==> config.mk <==
export PLATFORM = sky130hd
export DESIGN_NAME = wdrt_timer
export DESIGN_NICKNAME = d
export VERILOG_FILES = /design/src/rtl/wdrt_pkg.sv /design/src/rtl/wdrt_timer.sv /design/src/rtl/wdrt_counter.sv
export SDC_FILE = /design/constraint.sdc
export NUM_CORES = 1
export LEC_CHECK = 0
export BUFFER_PORTS_ARGS = -buffer_cell sky130_fd_sc_hd__buf_2
export CAP_MARGIN = 20
export CORE_MARGIN = 1.5
export CORE_UTILIZATION = 49
export DETAILED_ROUTE_END_ITERATION = 8
export PLACE_DENSITY_LB_ADDON = 0.05
export SYNTH_ARGS = -nofsm -noshare
export SYNTH_HDL_FRONTEND = slang
export SYNTH_HIERARCHICAL = 1
export SYNTH_SLANG_ARGS = --single-unit
export TNS_END_PERCENT = 1
==> constraint.sdc <==
create_clock -name clk -period 2.1 [get_ports clk]
set_input_delay 0.315 -clock clk [delete_from_list [all_inputs] [get_ports clk]]
set_output_delay 0.315 -clock clk [all_outputs]
set_load 0.02 [all_outputs]
==> src/rtl/wdrt_pkg.sv <==
/*
  Constants shared by the watchdog reset timer: run codes, protection key,
  counter width, state encoding and the length of the reset pulse.
  Assumes a single 50 MHz system clock.
*/
package wdrt_pkg;

  // Clock and time figures.
  localparam int CLK_PERIOD_NS = 20;
  localparam int SYSRST_PULSE_NS = 80;
  localparam int SYSRST_CYCLES_INT =
    (SYSRST_PULSE_NS + CLK_PERIOD_NS - 1) / CLK_PERIOD_NS;
  localparam logic [2:0] SYSRST_CYCLES = 3'(SYSRST_CYCLES_INT);
  localparam logic [2:0] SYSRST_CNT_RESET = 3'h0;

  // Counter.
  localparam int CNT_WIDTH = 10;
  localparam logic [9:0] CNT_RESET = 10'h000;
  localparam logic [9:0] CNT_MAX = 10'h3ff;
  localparam logic [9:0] CNT_ONE = 10'h001;

  // Run control field: this one code stops the counter.
  localparam logic [3:0] RUN_STOP = 4'ha;
  localparam logic [3:0] RUN_RESET = 4'ha;

  // Protection key: only this value unlocks the protected control bits.
  localparam logic [15:0] UNLOCK_KEY = 16'h0096;
  localparam logic LOCK_RESET = 1'b1;

  typedef enum logic [1:0] {
    WDRT_STOP = 2'b00,
    WDRT_COUNT = 2'b01,
    WDRT_RESET = 2'b11
  } wdrt_state_type;

endpackage

==> src/rtl/wdrt_timer.sv <==
/*
  Watchdog reset timer: protection lock, run control, counter control and
  system reset generation.
  Assumes control writes arrive as one-cycle strobes synchronous to clk and
  that wdtTick pulses once per watchdog operating clock period; the clock
  controller drops wdtTick when the selected source stops.
*/
// Function
// - Ten-bit up counter advances on watchdog clock
// - Counter overflow asserts system reset only
// - Never produce a non-maskable interrupt
// - Writing one to clear bit zeroes counter
// - Run code other than 0xa starts counting
// - Key other than 0x0096 re-locks control bits
// - Clear starts fresh period; otherwise reset follows
// - Counting continues during CPU HALT mode
// - Counting halts when clock source stops
`timescale 1ns/1ps
module wdrt_timer
  import wdrt_pkg::*;
(
  // Clock, reset and freeze.
  input wire logic clk,
  input wire logic srst,
  input wire logic clkEn,
  // Watchdog operating clock, one pulse per period.
  input wire logic wdtTick,
  // Control write of the counter clear bit and the run field.
  input wire logic ctlWrEn,
  input wire logic ctlClearIn,
  input wire logic [3:0] ctlRunIn,
  // Write of the protection key field.
  input wire logic keyWrEn,
  input wire logic [15:0] keyIn,
  // Results.
  output logic sysResetOut,
  output logic nmiOut,
  output logic runningOut,
  output logic protectOnOut,
  output logic [CNT_WIDTH-1:0] countOut
);

  wdrt_state_type state_q;
  wdrt_state_type state_d;
  logic [3:0] run_q;
  logic [3:0] run_d;
  logic protect_q;
  logic protect_d;
  logic [2:0] rstCnt_q;
  logic [2:0] rstCnt_d;
  logic sysReset_q;
  logic sysReset_d;
  logic running_q;
  logic running_d;
  logic nmi_q;
  logic ctlAccepted;
  logic clearReq;
  logic running;
  logic cntEnable;
  logic cntClear;
  logic overflow;

  // Control writes are ignored during the reset pulse; the pulse ends as a fresh
  // start anyway, so nothing software could set would survive it.
  assign ctlAccepted = ctlWrEn && !protect_q && (state_q != WDRT_RESET);
  assign clearReq = ctlAccepted && ctlClearIn;
  assign running = (run_q != RUN_STOP);
  // No CPU mode enters here: HALT leaves ticks running, a stopped source
  // in SLEEP removes them.
  assign cntEnable =
    (state_q == WDRT_COUNT) && running && wdtTick;
  assign cntClear = clearReq || (state_q == WDRT_RESET);

  wdrt_counter u_counter (
    .clk(clk),
    .srst(srst),
    .clkEn(clkEn),
    .clear(cntClear),
    .count(cntEnable),
    .value(countOut),
    .overflow(overflow)
  );

  always_comb
  begin
    protect_d = protect_q;
    run_d = run_q;
    state_d = state_q;
    rstCnt_d = rstCnt_q;
    if (keyWrEn)
    begin
      protect_d = (keyIn != UNLOCK_KEY);
    end
    if (ctlAccepted)
    begin
      run_d = ctlRunIn;
    end
    case (state_q)
      WDRT_STOP:
      begin
        if (running)
        begin
          state_d = WDRT_COUNT;
        end
      end
      WDRT_COUNT:
      begin
        if (!running)
        begin
          state_d = WDRT_STOP;
        end
        else if (overflow && !clearReq)
        begin
          state_d = WDRT_RESET;
          rstCnt_d = SYSRST_CNT_RESET;
        end
      end
      WDRT_RESET:
      begin
        rstCnt_d = rstCnt_q + 3'h1;
        if (rstCnt_q == SYSRST_CYCLES - 3'h1)
        begin
          // The pulse resets the system, so the timer comes back as after
          // power-up: stopped and locked.
          state_d = WDRT_STOP;
          run_d = RUN_RESET;
          protect_d = LOCK_RESET;
          rstCnt_d = SYSRST_CNT_RESET;
        end
      end
      default:
      begin
        state_d = WDRT_STOP;
      end
    endcase
    sysReset_d = (state_d == WDRT_RESET);
    running_d = (run_d != RUN_STOP);
  end

  always_ff @(posedge clk)
  begin
    if (srst)
    begin
      state_q <= WDRT_STOP;
      run_q <= RUN_RESET;
      protect_q <= LOCK_RESET;
      rstCnt_q <= SYSRST_CNT_RESET;
      sysReset_q <= 1'b0;
      running_q <= 1'b0;
      nmi_q <= 1'b0;
    end
    else if (clkEn)
    begin
      state_q <= state_d;
      run_q <= run_d;
      protect_q <= protect_d;
      rstCnt_q <= rstCnt_d;
      sysReset_q <= sysReset_d;
      running_q <= running_d;
      nmi_q <= 1'b0;
    end
  end

  assign sysResetOut = sysReset_q;
  assign nmiOut = nmi_q;
  assign runningOut = running_q;
  assign protectOnOut = protect_q;
endmodule

==> src/rtl/wdrt_counter.sv <==
/*
  Ten-bit watchdog up counter with a synchronous clear and a one-cycle
  overflow flag. Assumes its caller gates counting with the operating
  clock tick; the clock enable freezes the counter here.
*/
`timescale 1ns/1ps
module wdrt_counter
  import wdrt_pkg::*;
(
  // Clock, reset and freeze.
  input wire logic clk,
  input wire logic srst,
  input wire logic clkEn,
  // Control.
  input wire logic clear,
  input wire logic count,
  // Status.
  output logic [CNT_WIDTH-1:0] value,
  output logic overflow
);

  logic [CNT_WIDTH-1:0] value_q;
  logic [CNT_WIDTH-1:0] value_d;
  logic overflow_q;
  logic overflow_d;

  // A clear in the same cycle as the last tick wins, so a timely clear
  // never lets the overflow through.
  always_comb
  begin
    value_d = value_q;
    overflow_d = 1'b0;
    if (clear)
    begin
      value_d = CNT_RESET;
    end
    else if (count)
    begin
      value_d = value_q + CNT_ONE;
      overflow_d = (value_q == CNT_MAX);
    end
  end

  always_ff @(posedge clk)
  begin
    if (srst)
    begin
      value_q <= CNT_RESET;
      overflow_q <= 1'b0;
    end
    else if (clkEn)
    begin
      value_q <= value_d;
      overflow_q <= overflow_d;
    end
  end

  assign value = value_q;
  assign overflow = overflow_q;

endmodule

# Yosys cells after proc, flatten, opt, wreduce, memory -nomap -nowiden

Index checks and enable logic that the tools add are counted.

$add $sub $neg: 2
Multipliers: 0
Equality and inequality tests: 11
Divide/modulo/power cells: 0
Multiplexer cells: 19
Bitwise operators: 0
Order comparisons: 0
Reductions and logical operators: 14
Shifts and indexed selects: 0

Operators by type and width:

| cell                    | number |
|---|---|
| $mux W10                | 2 |
| $ne A16 B8 Y1 const B   | 1 |
| $mux W4                 | 3 |
| $add A10 B1 Y10 const B | 1 |
| $eq A10 B10 Y1 const B  | 1 |
| $mux W3                 | 3 |
| $mux W2                 | 4 |
| $ne A4 B4 Y1 const B    | 2 |
| $logic_and A1 B1 Y1     | 6 |
| $pmux W2 S3             | 1 |
| $pmux W3 S2             | 1 |
| $mux W1                 | 5 |
| $eq A2 B2 Y1 const B    | 2 |
| $ne A2 B2 Y1 const B    | 2 |
| $reduce_and A4 Y1       | 1 |
| $reduce_bool A2 Y1      | 2 |
| $add A3 B1 Y3 const B   | 1 |
| $eq A3 B2 Y1 const B    | 1 |
| $eq A2 B1 Y1 const B    | 1 |
| $logic_not A1 Y1        | 2 |
| $logic_not A2 Y1        | 1 |
| $ne A2 B1 Y1 const B    | 1 |
| $reduce_and A2 Y1       | 1 |
| $logic_or A1 B1 Y1      | 1 |

Memory bits (read-only): 0
Latch bits: 0
Memories kept: 0
Input bits: 27
Word-level logic and storage cells: 54
Memory bits (writable): 0
Bits in registers: 23

# Logic depth before layout (Yosys ltp)

Gate-level depths: netlist (run 1).

Word-level depth: 10
Gate-level depth with buffers: 8
Depth with buffers taken out: 6

# Hierarchy

Netlist (run 1), hierarchy kept.

Modules (own cells, without submodules):

| module       | area each (µm²) | cells each | times used |
|---|---|---|---|
| wdrt_timer   | 700.7           | 85         | 1 |
| wdrt_counter | 553.0           | 64         | 1 |

# Least setup slack after synthesis (run 1)

Ideal clock, no wire load.

Path type: register to register
From: register run_q[0]
To: register u_counter.value_q[8], in the netlist u_counter/value[8]
Library setup time: 0.070 ns
Arrival time: 1.710 ns
Cell stages (with the launch flop): 7
Setup slack: 0.320 ns
Buffers on the path: 0
Required time: 2.030 ns
Cells stage by stage: dfxtp_1 and4bb_4 nor2_1 and3_1 o2111ai_1 or4_1 a21oi_1

Longest elaborated chain between the ends: 5

RTL lines:

| item                                | line               | source |
|---|---|---|
| from (decl)                         | wdrt_timer.sv:45   | `logic [3:0] run_q;` |
| from (signal assigned)              | wdrt_timer.sv:155  | `run_q <= run_d;` |
| $ne A4 B4 Y1                        | wdrt_timer.sv:67   | `assign running = (run_q != RUN_STOP);` |
| $logic_and A1 B1 Y1 (2 in a row)    | wdrt_timer.sv:71   | `(state_q == WDRT_COUNT) && running && wdtTick;` |
| via cntEnable                       | wdrt_timer.sv:59   | `logic cntEnable;` |
| $reduce_bool A2 Y1 (no source line) | --                 |  |
| $reduce_and A2 Y1 (no source line)  | --                 |  |
| to (signal assigned)                | wdrt_counter.sv:53 | `value_q <= value_d;` |
| to (decl)                           | wdrt_counter.sv:22 | `logic [CNT_WIDTH-1:0] value_q;` |

The timed path passes the listed nets, and every way through them passes these cells.
A chain may end at the register's enable or synchronous reset.

# Worst setup path after layout (run 1)

From: register run_q[0]
To: register u_counter.value_q[5], in the netlist u_counter/value[5]

The elaborated chain is that of the path after synthesis.

==> impl_metrics.csv, run 1 <==
group,metric,value,unit
setup_path,end_kind,"flip-flop",
place,port_buffers,39,
timing,max_freq,520,MHz
cells_and_area,drive_gt1_frac,0.285,
clock_network,cts_tree,"built",
detailed_routing,drt_iter0_drc,53,
timing,setup_viol,0,
setup_path,arrival,2.18,ns
setup_path,crit_type,"flip-flop to flip-flop",
place,place.gp.congestion,0.804,
clock_network,clock-root-buffer,"clkbuf_4",
global_route,overflow,0,
floorplanning,ios,41,
clock_network,clk_pin_slew,0.13,ns
setup_path,critPathSlowestCell,"or4_1",
power_and_ir_drop,powerDensity,475,mW/mm2
clock_network,numCtsBuffers,3,
job,maxCapViolations,0,
global_route,grt_pass1_wl,4660,um
power_and_ir_drop,vdd_drop_max,0.000422,V
synth,synth_edf_count,0,
cells_and_area,n_antenna_cell,0,
detailed_routing,via_per_inst,5.83,
cells_and_area,layout.nets,216,
synth,yosysWarningCount,6,
floorplanning,die_x,53.6,um
setup_path,worst-path-buf-inv,0,
power_and_ir_drop,p_leak,0.592,nW
timing,fin_skew,0.00235,ns
synth,synth_cells,149,
synth,synth-main-ff-cell,"dfxtp_1",
detailed_routing,wl_per_cell,13.4,um
setup_path,crit_family,"simple AND/OR/NAND/NOR gates",
clock_network,postCtsSetupBuffers,0,
cells_and_area,finish.utilization,0.602,
timing,fin_crit,1.92,ns
global_route,grt_max_degree,21,
synth,syn-cell-area,0.00125,mm2
global_route,grt_pass1_vias,1139,
detailed_routing,antenna_left,0,
setup_path,crit_chain,"and4bb_4 -> nor2_1 -> and3_2 -> o211ai_2 -> or4_1 -> a21oi_1",
detailed_routing,drcViolationCount,0,
floorplanning,rows,18,
synth,synth_cell_types,47,
clock_network,clk_path_buf_depth,2,
timing,final-max-slew-violation-count,0,
synth,synth.avg_cell_area,8.41,um2
setup_path,critPathMaxFanout,9,
cells_and_area,area_growth,17.9,%
setup_path,cp.required,2.35,ns
clock_network,htreeDepth,1,
synth,synth_largest_area_cell,"dfxtp_1",
clock_network,clock_latency,0.31,ns
global_route,track_usage,0.219,
floorplanning,start_util,0.511,
clock_network,cts_resized,0,
place,place_hpwl,2210,um
cells_and_area,final_area,0.00148,mm2
synth,synth_top_area_frac,0.367,
timing,finalHoldViolCount,0,
synth,ys_seq_area_frac,0.367,
detailed_routing,via_count,1259,
synth,synthArstFlopShare,0,
global_route,antenna_found_initial,0,
timing,min_period_over_period,0.916,
synth,syn-num-nets,178,
detailed_routing,totalWireLength,2900,um
timing,timing.setup.tns,0,ns
synth,synth_area_leaders,"dfxtp_1, a21oi_1, nand2_1",
clock_network,ctsHoldBuffers,0,
timing,rsz0062_at_grt,"false",
clock_network,cts.sinks,23,
min_path,hold_path.class,"input port to flip-flop",
timing,layout_setup_ws,0.176,ns
detailed_routing,dr.pass1.iters,4,
setup_path,critPathLaunchType,"flip-flop",
place,place_area,0.00145,mm2
setup_path,slowest_delay,0.55,ns
synth,synth_seq_cells,23,
place,pre_cts_ws,0.170,ns
floorplanning,die_area,0.00287,mm2
floorplanning,die_h,53.6,um
run_status,status,"completed",
floorplanning,fp.coreArea,0.00245,mm2
==> synth_stat cells (4+ instances only) <==
cell type,n
nor4_1,4
nand3_1,5
a21oi_1,19
nand2_1,16
o21ai_1,5
o21ai_0,6
dfxtp_1,23
nor2_1,8
==> power by group <==
part	total (mW)	internal [mW]	switching, mW	leakage (nW)
clock	0.210	0.0741	0.136	0.0150
combinational	0.0530	0.0250	0.0281	0.391
sequential	0.439	0.437	0.00143	0.186
==> metrics by stage <==
stage | hold slack [ns] | total power, mW | cells
after detailed placement | 0.456 | 0.501 | 212
after floorplan | 0.384 | 0.472 | 149
after CTS | 0.255 | 0.706 | 216
final | 0.253 | 0.702 | 216
after global routing | 0.251 | 0.726 | 216
after global placement | 0.452 | 0.500 | 212
==> worst paths after layout <==
check         startpoint  cells after the start  slack, ns            endpoint
max             run_q[0]                      6       0.18  u_counter/value[5]
max reg2reg     run_q[0]                      6       0.18  u_counter/value[5]
min          ctlRunIn[1]                      3       0.25            run_q[1]
min reg2reg   runningOut                      2       0.47          runningOut
==> cell usage in the layout (no fill, tap or decap), types with 3 or more instances in the layout <==
cell type,count
buf_2,39
dfxtp_1,22
a21oi_1,19
nand2_1,15
nor2_1,8
o21ai_0,6
nand3_1,5
o21ai_1,5
nor4_1,4
and2_1,3
o21bai_1,3
nand2b_1,3
nand4b_1,3
nand4_1,3
clkbuf_4,3
or3_1,3
or4_1,3
==> metal layers <==
| metal | up-vias | wire, um | GRT usage | share of wire |
|---|---|---|---|---|
| li1 | 632 | - | - | - |
| met1 | 579 | 1410 | 0.302 | 0.49 |
| met2 | 46 | 1310 | 0.358 | 0.45 |
| met3 | 2 | 165 | 0.0250 | 0.057 |
| met4 | 0 | 15 | 0.0641 | 0.0052 |
| met5 | - | 0 | 0 | 0 |
==> state kept, by name (all words and copies together), names as in the netlist <==
signal,count
run_q,4
u_counter/value,10
protectOnOut,1
rstCnt_q,3
u_counter/overflow,1
sysResetOut,1
runningOut,1
state_q,2
==> layout make-up <==
class	instances	area, um2
Tap cell	30	37.5
Timing Repair Buffer	39	195
Sequential cell	23	462
Inverter	3	12.5
Clock buffer	4	26.3
Multi-Input combinational cell	117	744
Fill cell	238	977
==> worst min-delay path, cell delays in order <==
cell,delay (ns)
buf_2,0.09
nor2_1,0.04
o21bai_1,0.10
==> kinds of logic (layout without fill, tap and decap cells) <==
| kind of cell | count (synthesis) | in the layout | synth area share |
|---|---|---|---|
| mux | 1 | 1 | 0.00798 |
| other cells | 1 | 1 | 0.00299 |
| flops | 23 | 23 | 0.367 |
| compound gates | 48 | 48 | 0.252 |
| simple gates | 65 | 65 | 0.308 |
| fa+ha+maj | 2 | 2 | 0.0200 |
| buf+inv | 9 | 46 | 0.0419 |
(Power assumes the default switching activity.)
==> inputs of run 2 (changes only) <==
--- a/config.mk
+++ b/config.mk
@@ -7,12 +7,11 @@
 export LEC_CHECK = 0
 export BUFFER_PORTS_ARGS = -buffer_cell sky130_fd_sc_hd__buf_2
 export CAP_MARGIN = 20
-export CORE_MARGIN = 1.5
-export CORE_UTILIZATION = 49
+export CORE_UTILIZATION = 50
 export DETAILED_ROUTE_END_ITERATION = 8
+export GPL_ROUTABILITY_DRIVEN = 0
 export PLACE_DENSITY_LB_ADDON = 0.05
 export SYNTH_ARGS = -nofsm -noshare
 export SYNTH_HDL_FRONTEND = slang
-export SYNTH_HIERARCHICAL = 1
 export SYNTH_SLANG_ARGS = --single-unit
 export TNS_END_PERCENT = 1
==> run 2 against run 1 <==
Final cell count fell by 1.4%; critical path depth fell by 2; register-to-register slack improved by 0.08 ns; flip-flop and latch count did not move; critical path type unchanged; largest cell class unchanged.
==> impl_metrics.csv, run 2 <==
group,metric,value,unit
clock_network,postCtsSetupBuffers,0,
detailed_routing,wl_per_cell,13.2,um
global_route,track_usage,0.230,
clock_network,clk_pin_slew,0.13,ns
clock_network,cts_tree,"built",
setup_path,slowest_delay,0.57,ns
job,maxCapViolations,0,
synth,netlist_top_cells_count,"dfxtp_1, nand2_1, nand3_1, a21oi_1",
clock_network,numCtsBuffers,3,
synth,synth_seq_cells,23,
global_route,overflow,0,
clock_network,cts.sinks,23,
floorplanning,die_area,0.00274,mm2
cells_and_area,final_common_cell,"buf_2",
setup_path,cp.required,2.34,ns
clock_network,clk_path_buf_depth,2,
min_path,hold_path.class,"input port to flip-flop",
synth,ys_seq_area_frac,0.363,
timing,final-max-slew-violation-count,0,
cells_and_area,n_antenna_cell,0,
synth,syn-num-nets,179,
setup_path,critPathSlowestCell,"or3_1",
timing,finalHoldViolCount,0,
setup_path,worst-path-buf-inv,0,
cells_and_area,area_growth,17.1,%
global_route,grt_max_degree,16,
timing,fin_crit,1.85,ns
synth,synth-main-ff-cell,"dfxtp_1",
detailed_routing,dr.pass1.iters,4,
global_route,antenna_found_initial,0,
floorplanning,die_h,52.4,um
global_route,grt_pass1_vias,1116,
cells_and_area,drive_gt1_frac,0.238,
timing,timing.setup.tns,0,ns
cells_and_area,final_area,0.00148,mm2
synth,synthArstFlopShare,0,
global_route,grt_pass1_wl,4710,um
detailed_routing,via_count,1269,
floorplanning,ios,41,
timing,rsz0062_at_grt,"false",
detailed_routing,antenna_left,0,
timing,min_period_over_period,0.879,
timing,hold-worst-slack,0.283,ns
clock_network,htreeDepth,1,
synth,synth_cells,150,
detailed_routing,totalWireLength,2800,um
cells_and_area,layout_common_cells,"buf_2, dfxtp_1, nand2_1",
place,port_buffers,39,
synth,synth_edf_count,0,
setup_path,end_kind,"flip-flop",
power_and_ir_drop,powerDensity,493,mW/mm2
cells_and_area,largest_reg_flops,10,
cells_and_area,finish.utilization,0.646,
clock_network,clock_latency,0.30,ns
floorplanning,fp.coreArea,0.00230,mm2
timing,setup_viol,0,
synth,synth.most_common_cell,"dfxtp_1",
setup_path,crit_type,"flip-flop to flip-flop",
detailed_routing,drt_iter0_drc,15,
clock_network,clock-root-buffer,"clkbuf_4",
clock_network,cts_resized,0,
timing,max_freq,541,MHz
power_and_ir_drop,vdd_drop_max,0.000292,V
cells_and_area,layout.nets,215,
synth,synth.avg_cell_area,8.45,um2
timing,fin_skew,0.00212,ns
setup_path,arrival,2.08,ns
detailed_routing,via_per_inst,5.96,
floorplanning,die_x,52.4,um
setup_path,crit_family,"simple AND/OR/NAND/NOR gates",
floorplanning,rows,17,
run_status,status,"completed",
clock_network,ctsHoldBuffers,0,
synth,syn-cell-area,0.00127,mm2
setup_path,critPathLaunchType,"flip-flop",
power_and_ir_drop,p_leak,0.610,nW
place,place_area,0.00146,mm2
synth,synth_largest_area_cell,"dfxtp_1",
synth,synth_top_area_frac,0.363,
synth,yosysWarningCount,0,
floorplanning,start_util,0.552,
place,place_hpwl,2170,um
synth,synth_area_leaders,"dfxtp_1, nand3_1, nand2_1",
setup_path,critPathMaxFanout,15,
detailed_routing,drcViolationCount,0,
setup_path,crit_chain,"and4bb_1 -> or3_1 -> a211oi_1 -> mux2i_1",
synth,synth_cell_types,48,
[run 2: per-stage QoR]
step / setup WS (ns) / instances / power, mW
after CTS: 0.248 / 213 / 0.738
final: 0.253 / 213 / 0.732
after global placement: 0.350 / 209 / 0.537
after global routing: 0.101 / 213 / 0.769
after detailed placement: 0.271 / 209 / 0.539
after floorplan: 0.454 / 150 / 0.503
[run 2: path summary, 6_finish.rpt]
check                            startpoint            endpoint  slack, ns  depth (start not counted)
worst min-delay path               keyIn[9]        protectOnOut       0.28                          3
worst max-delay path               run_q[0]  u_counter.value[7]       0.25                          4
worst min register to register  sysResetOut         sysResetOut       0.46                          1
worst max register to register     run_q[0]  u_counter.value[7]       0.25                          4
[run 2: area by class of cell]
cell class / count / area (um2)
Tap cell: 28 / 35.0
Fill cell: 206 / 813
Inverter: 4 / 15.0
Timing Repair Buffer: 40 / 203
Sequential cell: 23 / 460
Multi-Input combinational cell: 114 / 744
Clock buffer: 4 / 26.3
[run 2: cell families (layout without fill, tap and decap cells)]
group                      after synthesis  after routing  synth area share
adders and majority gates                2              2            0.0197
other                                    1              1           0.00296
muxes                                    3              3            0.0237
and+or+nand+nor                         67             67             0.306
AOI/OAI and AO/OA                       39             39             0.221
xor gates and xnor gates                 2              2            0.0138
DFF                                     23             23             0.363
buffers and inverters                   13             48            0.0494
[run 2: report_power, final]
group / leakage, nW / switching [mW] / internal, mW
Clock: 0.0150 / 0.129 / 0.0739
Combinational: 0.409 / 0.0422 / 0.0356
Sequential: 0.186 / 0.00837 / 0.443
[run 2: worst register-to-register path, stage by stage, from the launching register on]
cell and delay [ns]:
dfxtp_1 0.36, and4bb_1 0.25, or3_1 0.57, a211oi_1 0.38, mux2i_1 0.23
[run 2: per-layer routing]
| layer | vias to the layer above | GRT usage | wire length, um |
|---|---|---|---|
| li1 | 631 | - | - |
| met1 | 578 | 0.326 | 1380 |
| met2 | 55 | 0.357 | 1210 |
| met3 | 5 | 0.0290 | 175 |
| met4 | 0 | 0.0789 | 31 |
| met5 | - | 0 | 0 |
